**src/hw/tmr8_pkg.sv**
```systemverilog
// Operation
// - 8-bit counter and compare, compared continuously
// - tick from io clock or crystal
// - clock select zero stops the counter
// - counter readable and writable at any time
// - cpu counter write beats count operations
// - tick clears, increments or decrements counter
// - bottom at 0x00, maximum at 0xFF
// - top is 0xFF or compare value
// - match sets compare flag next tick
// - enabled flag raises irq, service clears
// - writing one clears compare flag
// - flags visible, each individually masked
// - compare double buffered in pwm modes
// - cpu reaches buffer or active compare
// - force strobe acts without flag or clear, in non-pwm modes only
// - counter write blocks next tick match
// - output action bits take effect at the next compare match, non-pwm force strobe or fast pwm top
// - output state kept across mode changes
// - overflow flag set per mode, irq capable
// - mode zero normal, wraps, overflow at zero
// - mode two clears on compare match
// - mode three fast pwm bottom to max
// - action zero leaves output unchanged
package tmr8_pkg;
  localparam logic [7:0] TMR8_BOTTOM = 8'h00;
  localparam logic [7:0] TMR8_MAX    = 8'hFF;
  localparam logic [7:0] TMR8_RST8   = 8'h00;
  localparam logic [9:0] TMR8_PRE_RST = 10'h000;

  typedef enum logic [1:0] {
    TMR8_NORMAL = 2'h0,
    TMR8_PHASE  = 2'h1,
    TMR8_CTC    = 2'h2,
    TMR8_FAST   = 2'h3
  } tmr8_mode_t;

  typedef struct packed {
    logic [2:0] clock_select_field;
    tmr8_mode_t waveform_mode_field;
    logic [1:0] compare_output_action;
    logic       async_clock_select;
    logic       compare_irq_enable;
    logic       overflow_irq_enable;
  } tmr8_cfg_t;

  typedef struct packed {
    logic       counter_wr;
    logic [7:0] counter_wdata;
    logic       compare_wr;
    logic [7:0] compare_wdata;
    logic       force_compare_strobe;
    logic       compare_flag_clr;
    logic       overflow_flag_clr;
    logic       compare_irq_ack;
    logic       overflow_irq_ack;
  } tmr8_cpu_t;
endpackage

```
**src/hw/tmr8_timer.sv**
```systemverilog
`timescale 1ns/1ps
`default_nettype none
module tmr8_timer (
  input  wire logic                sys_clk_in,
  input  wire logic                rst_n_in,
  input  wire tmr8_pkg::tmr8_cfg_t cfg_in,
  input  wire tmr8_pkg::tmr8_cpu_t cpu_in,
  input  wire logic                crystal_pin_in,
  output logic                     crystal_pin_out,
  output logic [7:0]               counter_value_out,
  output logic [7:0]               compare_value_out,
  output logic                     compare_flag_out,
  output logic                     overflow_flag_out,
  output logic                     compare_irq_out,
  output logic                     overflow_irq_out,
  output logic                     compare_output_out,
  output logic                     bottom_out,
  output logic                     max_out
);
  typedef struct packed {
    logic [7:0] count;
    logic [7:0] cmp_active;
    logic [7:0] cmp_buffer;
    logic       down;
    logic       block;
    logic       cmp_flag;
    logic       ovf_flag;
    logic       cmp_irq;
    logic       ovf_irq;
    logic       oc;
    logic       xtal_out;
    logic       bottom;
    logic       max;
  } tmr8_st_t;

  tmr8_st_t             st_q;
  tmr8_st_t             st_d;
  logic                 tick;
  logic                 pwm;
  logic                 match;
  logic                 at_top;
  logic                 set_cmp;
  logic                 set_ovf;
  logic                 oc_apply;
  logic                 oc_val;
  logic [7:0]           top_val;
  tmr8_pkg::tmr8_mode_t mode;

  tmr8_tick_gen u_tick (
    .sys_clk_in            (sys_clk_in),
    .rst_n_in              (rst_n_in),
    .clock_select_field_in (cfg_in.clock_select_field),
    .async_clock_select_in (cfg_in.async_clock_select),
    .crystal_pin_in        (crystal_pin_in),
    .timer_tick_out        (tick)
  );

  always_comb begin
    st_d     = st_q;
    mode     = cfg_in.waveform_mode_field;
    pwm      = (mode == tmr8_pkg::TMR8_PHASE) || (mode == tmr8_pkg::TMR8_FAST);
    match    = st_q.count == st_q.cmp_active;
    top_val  = (mode == tmr8_pkg::TMR8_CTC) ? st_q.cmp_active : tmr8_pkg::TMR8_MAX;
    at_top   = st_q.count == top_val;
    set_cmp  = 1'b0;
    set_ovf  = 1'b0;
    oc_apply = 1'b0;
    oc_val   = st_q.oc;
    st_d.xtal_out = ~crystal_pin_in;
    if (tick) begin
      // blocked match cleared after a tick
      st_d.block = 1'b0;
      // match sets flag on following tick
      set_cmp  = match & ~st_q.block;
      oc_apply = set_cmp;
      unique case (mode)
        tmr8_pkg::TMR8_NORMAL: begin
          st_d.count = st_q.count + 8'h01;
          set_ovf = st_q.count == tmr8_pkg::TMR8_MAX;
        end
        tmr8_pkg::TMR8_CTC: begin
          st_d.count = at_top ? tmr8_pkg::TMR8_BOTTOM : st_q.count + 8'h01;
          set_ovf = st_q.count == tmr8_pkg::TMR8_MAX;
        end
        tmr8_pkg::TMR8_FAST: begin
          st_d.count = st_q.count + 8'h01;
          set_ovf = at_top;
        end
        tmr8_pkg::TMR8_PHASE: begin
          if (st_q.count == tmr8_pkg::TMR8_MAX) begin
            st_d.down = 1'b1;
          end else if (st_q.count == tmr8_pkg::TMR8_BOTTOM) begin
            st_d.down = 1'b0;
          end
          st_d.count = st_d.down ? st_q.count - 8'h01 : st_q.count + 8'h01;
          set_ovf = st_q.count == tmr8_pkg::TMR8_BOTTOM;
        end
      endcase
      // buffered update at top, in both fast and phase modes
      if (mode == tmr8_pkg::TMR8_FAST && at_top) begin
        st_d.cmp_active = st_q.cmp_buffer;
      end
      if (mode == tmr8_pkg::TMR8_PHASE && st_q.count == tmr8_pkg::TMR8_MAX) begin
        st_d.cmp_active = st_q.cmp_buffer;
      end
    end
    // forced match, no flag or clear
    if (cpu_in.force_compare_strobe && !pwm) begin
      oc_apply = 1'b1;
    end
    unique case (cfg_in.compare_output_action)
      2'h0: oc_val = st_q.oc;
      2'h1: oc_val = pwm ? st_q.oc : ~st_q.oc;
      2'h2: oc_val = (mode == tmr8_pkg::TMR8_PHASE) ? st_d.down : 1'b0;
      2'h3: oc_val = (mode == tmr8_pkg::TMR8_PHASE) ? ~st_d.down : 1'b1;
    endcase
    if (oc_apply) begin
      st_d.oc = oc_val;
    end
    if (tick && mode == tmr8_pkg::TMR8_FAST && at_top) begin
      if (cfg_in.compare_output_action == 2'h2) begin
        st_d.oc = 1'b1;
      end else if (cfg_in.compare_output_action == 2'h3) begin
        st_d.oc = 1'b0;
      end
    end
    if (cpu_in.counter_wr) begin
      st_d.count = cpu_in.counter_wdata;
      st_d.block = 1'b1;
    end
    if (cpu_in.compare_wr) begin
      st_d.cmp_buffer = cpu_in.compare_wdata;
      if (!pwm) begin
        st_d.cmp_active = cpu_in.compare_wdata;
      end
    end
    if (cpu_in.compare_flag_clr || cpu_in.compare_irq_ack) begin
      st_d.cmp_flag = 1'b0;
    end
    if (set_cmp) begin
      st_d.cmp_flag = 1'b1;
    end
    if (cpu_in.overflow_flag_clr || cpu_in.overflow_irq_ack) begin
      st_d.ovf_flag = 1'b0;
    end
    if (set_ovf) begin
      st_d.ovf_flag = 1'b1;
    end
    st_d.cmp_irq = st_d.cmp_flag & cfg_in.compare_irq_enable;
    st_d.ovf_irq = st_d.ovf_flag & cfg_in.overflow_irq_enable;
    st_d.bottom = st_d.count == tmr8_pkg::TMR8_BOTTOM;
    st_d.max    = st_d.count == tmr8_pkg::TMR8_MAX;
  end

  always_ff @(posedge sys_clk_in or negedge rst_n_in) begin
    if (!rst_n_in) begin
      st_q <= '{count: tmr8_pkg::TMR8_RST8, cmp_active: tmr8_pkg::TMR8_RST8,
                cmp_buffer: tmr8_pkg::TMR8_RST8, bottom: 1'b1, default: 1'b0};
    end else begin
      st_q <= st_d;
    end
  end

  assign counter_value_out  = st_q.count;
  assign compare_value_out  = st_q.cmp_buffer;
  assign compare_flag_out   = st_q.cmp_flag;
  assign overflow_flag_out  = st_q.ovf_flag;
  assign compare_irq_out    = st_q.cmp_irq;
  assign overflow_irq_out   = st_q.ovf_irq;
  assign compare_output_out = st_q.oc;
  assign crystal_pin_out    = st_q.xtal_out;
  assign bottom_out         = st_q.bottom;
  assign max_out            = st_q.max;
endmodule
`default_nettype wire

```
**src/hw/tmr8_tick_gen.sv**
```systemverilog
`timescale 1ns/1ps
`default_nettype none
module tmr8_tick_gen (
  input  wire logic       sys_clk_in,
  input  wire logic       rst_n_in,
  input  wire logic [2:0] clock_select_field_in,
  input  wire logic       async_clock_select_in,
  input  wire logic       crystal_pin_in,
  output logic            timer_tick_out
);
  typedef struct packed {
    logic [9:0] pre;
    logic [2:0] xtal_sync;
    logic       tick;
  } tmr8_tick_st_t;

  tmr8_tick_st_t st_q;
  tmr8_tick_st_t st_d;
  logic          src_tick;
  logic          sel_tick;

  always_comb begin
    st_d = st_q;
    st_d.pre = st_q.pre + 10'h001;
    st_d.xtal_sync = {st_q.xtal_sync[1:0], crystal_pin_in};
    // crystal rising edge or io clock
    src_tick = async_clock_select_in ? (st_q.xtal_sync[1] & ~st_q.xtal_sync[2]) : 1'b1;
    unique case (clock_select_field_in)
      3'h0: sel_tick = 1'b0;
      3'h1: sel_tick = 1'b1;
      3'h2: sel_tick = st_q.pre[2:0] == 3'h7;
      3'h3: sel_tick = st_q.pre[4:0] == 5'h1F;
      3'h4: sel_tick = st_q.pre[5:0] == 6'h3F;
      3'h5: sel_tick = st_q.pre[6:0] == 7'h7F;
      3'h6: sel_tick = st_q.pre[7:0] == 8'hFF;
      3'h7: sel_tick = st_q.pre == 10'h3FF;
    endcase
    if (async_clock_select_in) begin
      if (!src_tick) begin
        st_d.pre = st_q.pre;
      end
    end
    st_d.tick = src_tick & sel_tick;
  end

  always_ff @(posedge sys_clk_in or negedge rst_n_in) begin
    if (!rst_n_in) begin
      st_q <= '{pre: tmr8_pkg::TMR8_PRE_RST, xtal_sync: 3'h0, tick: 1'b0};
    end else begin
      st_q <= st_d;
    end
  end

  assign timer_tick_out = st_q.tick;
endmodule
`default_nettype wire

```
**config.mk**
```make
export PLATFORM = sky130hd
export DESIGN_NAME = tmr8_timer
export DESIGN_NICKNAME = d
export VERILOG_FILES = /design/src/hw/tmr8_pkg.sv /design/src/hw/tmr8_timer.sv /design/src/hw/tmr8_tick_gen.sv
export SDC_FILE = /design/constraint.sdc
export NUM_CORES = 1
export LEC_CHECK = 0
export BUFFER_PORTS_ARGS = -buffer_cell sky130_fd_sc_hd__buf_2
export CAP_MARGIN = 5
export CORE_ASPECT_RATIO = 1.75
export CORE_MARGIN = 3
export CORE_UTILIZATION = 50
export CTS_BUF_LIST = sky130_fd_sc_hd__clkbuf_4 sky130_fd_sc_hd__clkbuf_8 sky130_fd_sc_hd__clkbuf_16
export DETAILED_ROUTE_END_ITERATION = 12
export GPL_TIMING_DRIVEN = 0
export PLACE_DENSITY = 0.76
export SYNTH_ARGS = -nofsm -noshare
export SYNTH_HDL_FRONTEND = slang
export SYNTH_SLANG_ARGS = --single-unit
```
**constraint.sdc**
```tcl
create_clock -name sys_clk_in -period 2.2 [get_ports sys_clk_in]
set_input_delay 0.44 -clock sys_clk_in [delete_from_list [all_inputs] [get_ports sys_clk_in]]
set_output_delay 0.44 -clock sys_clk_in [all_outputs]
set_load 0.02 [all_outputs]
```
==> qor.txt <==
Status: complete, but fails checks
Failing checks: negative setup slack
Hold EP: u_tick.st_d[2]
Data arrival time of the worst path: 2750 ps
Htree depth: 2
Hold Buf Count CTS: 0
First-pass GRT wire length: 13.2 mm
Area grow syn2layout: 29.9%
Die Y: 109 um
CTS sink count: 48
Most common cell after layout, fill and taps aside: buf_2
PwrDens: 642 nW/um^2
Crit path max fanout: 6
Std-Cell Rows: 36
RSZ-0062 raised after global routing: true
# IOs: 60
CP Class: reg2reg
Final TNS setup: -1260 ps
HP Class: in2reg
Syn Nets: 372
Placer Congestion: 1.06
Routed wire per std cell: 17.0 um
Yosys top cell area share: 38.9%
Slowest CP cell: dfrtp_2
VDD IR max: 509 uV
Port Buffer Count: 58
Clock Tree Root: clkbuf_8
Diode count: 0
CTS tree: built
Number of global-route vias before repair: 2,845
HPWL Detailed: 6.15 mm
Top cells by area, synth: dfrtp_1, ha_1, mux2_2
Chip Width: 64.8 um
Final hold vios: 0
Post-synthesis sequential area ratio: 39.7%
Hold Path Origin: crystal_pin_in
TritonCTS buffer count: 5
Gr ovfl total: 0
Drt total wl: 8.42 mm
Clk_lat worst skew: 300 ps
Average size of a mapped cell: 9.28 um^2
ANT nets after route: 0
Critical Path End Type: flop
Final worst setup slack: -315 ps
Place WS: -652 ps
Max Cap Viol: 0
Worst reg2reg path depth: 9
Drt via density: 5.80
Synthesized cell area: 3030 um^2
Ys async rst share: 100%
Yosys cell types: 66
Pin count of the biggest net entering global routing: 49
#FFs+latches synth: 48
Via count: 2,875
Clk_skew: 14.1 ps
Commonest cells after routing, fill and taps aside: buf_2, dfrtp_1, buf_4
Final setup violation count: 14
Most area-hungry cell type in the Yosys netlist: dfrtp_1
Leakage Power: 0.00176 uW
Drt drc: 0
Initial Util: 52.9%
Ys flop type: dfrtp_1
DR pass1 iterations: 5
Core area: 5720 um^2
FF-to-FF setup slack: -320 ps
Final worst path period share: 114%
CP required: 2440 ps
Actual slew at the worst max-slew pin: 1000 ps
R2R Path End: max_out
Max_slew headroom: 33.2%
R2r startpoint: counter_value_out[1]
Clk buf depth: 2
Ys Warns: 0
Share of cells above drive strength 1: 40.0%
Layout net count: 465
Overall Global Routing Usage: 24.5%
CP peak stage delay: 480 ps
Clk slew on worst S/H paths: 90 ps
Mapped Cells: 326
Slew Limit Fails: 0
Startpoint types: flop
Min Tclk post-route: 2520 ps
Worst-path cell chain: inv_4 -> ha_4 -> or3b_4 -> o21ai_4 -> a31oi_4 -> o311ai_1 -> o311ai_2 -> nor2_1 -> and4_1
Iter 0 DRT Violations: 280
Post-synth EDFFs: 0
Die Area: 7060 um^2
Worst hold stages: 1
Antenna violations before repair: 0
Max Freq: 398 MHz
## cell type report
type | count | area (um^2)
fill | 481 | 1790
multi-input combinational | 233 | 1740
sequential | 48 | 1210
timing repair buffer | 87 | 531
buffer | 26 | 185
tap | 76 | 95.1
clock buffer | 6 | 82.6
inverter | 18 | 75.1
clock inverter | 2 | 13.8
## synth_stat cells, types with 2 or more instances
library cell / n
a211oi_1: 2
a21o_1: 2
a21oi_1: 20
a32oi_1: 3
and2_1: 3
and3_1: 6
and4_1: 2
buf_2: 4
buf_4: 16
clkbuf_1: 5
dfrtp_1: 47
ha_1: 10
inv_1: 16
inv_2: 2
mux2_2: 11
mux2i_1: 9
nand2_1: 32
nand2b_1: 9
nand3_1: 12
nand4_1: 10
nor2_1: 27
nor2b_1: 3
nor3_1: 5
o2111a_1: 3
o21a_1: 2
o21ai_0: 2
o21ai_1: 8
o221ai_1: 2
o311ai_1: 2
o31a_1: 2
or3_1: 2
xnor2_1: 9
xor2_1: 5
## critical path, delay by kind of cell (launching register included)
kind                     cells  cell delay (ps)
adder cells (fa/ha/maj)      1              120
buffers and inverters        1              100
AND/OR/NAND/NOR              3              760
flip-flops                   1              480
AO/OA/AOI/OAI                4             1000
## metal layers
| layer | global-route usage [%] | vias up | wire (um) | share of wire [%] |
|---|---|---|---|---|
| met4 | 17.9 | 0 | 552 | 6.6 |
| li1 | - | 1343 | - | - |
| met5 | 0 | - | 0 | 0 |
| met1 | 26.2 | 1361 | 3010 | 36 |
| met2 | 43.6 | 131 | 4470 | 53 |
| met3 | 2.78 | 40 | 376 | 4.5 |
## through the flow
step / power (uW) / instance area [um^2] / cells / hold slack [ps] / util [%]
2_1_floorplan: 1630 / 3030 / 326 / 144 / -
3_3_place_gp: 1840 / 3410 / 460 / 333 / 59.7
3_5_place_dp: 1860 / 3410 / 460 / 340 / 59.7
4_1_cts: 2480 / 3790 / 488 / 253 / 66.3
5_1_grt: 2690 / 3930 / 496 / 245 / 68.7
6_report: 2520 / 3930 / 496 / 263 / 68.7
## power by group
part           total [uW]  switching (uW)  internal [uW]
clock                 539             282            257
combinational         839             433            406
sequential           1140             133           1010
total                2520             848           1670
## cells by family after synthesis
family	synth area share [%]
buf+inv	7.98
flops	39.7
fa+ha+maj	4.14
compound gates	17.5
simple gates	19.6
mux	7.07
xor+xnor	4.05
## sequential cells by signal, indices dropped and copies added (netlist names), 2 cells and up
signal             cells
counter_value_out      8
u_tick.st_d            2
u_tick.st_q           11
st_q                  10
compare_value_out      8
## how the worst max path moves through the flow
| stage | cells after the start | slack [ps] | end | startpoint |
|---|---|---|---|---|
| floorplan | 10 | -90 | max_out | counter_value_out[0] |
| global placement | 11 | -620 | max_out | cfg_in[6] |
| detailed placement | 11 | -650 | max_out | cfg_in[6] |
| CTS | 10 | -250 | max_out | counter_value_out[1] |
| global route | 10 | -380 | bottom_out | counter_value_out[1] |
| finish | 9 | -320 | max_out | counter_value_out[1] |
## timing repair
action                                  4_1_cts  5_1_grt
resized for setup                            30       25
endpoints found under the setup margin       19       19
pin swaps                                    16       24
setup buffers                                20       10
No activity file was read; power rests on OpenSTA's default activity.
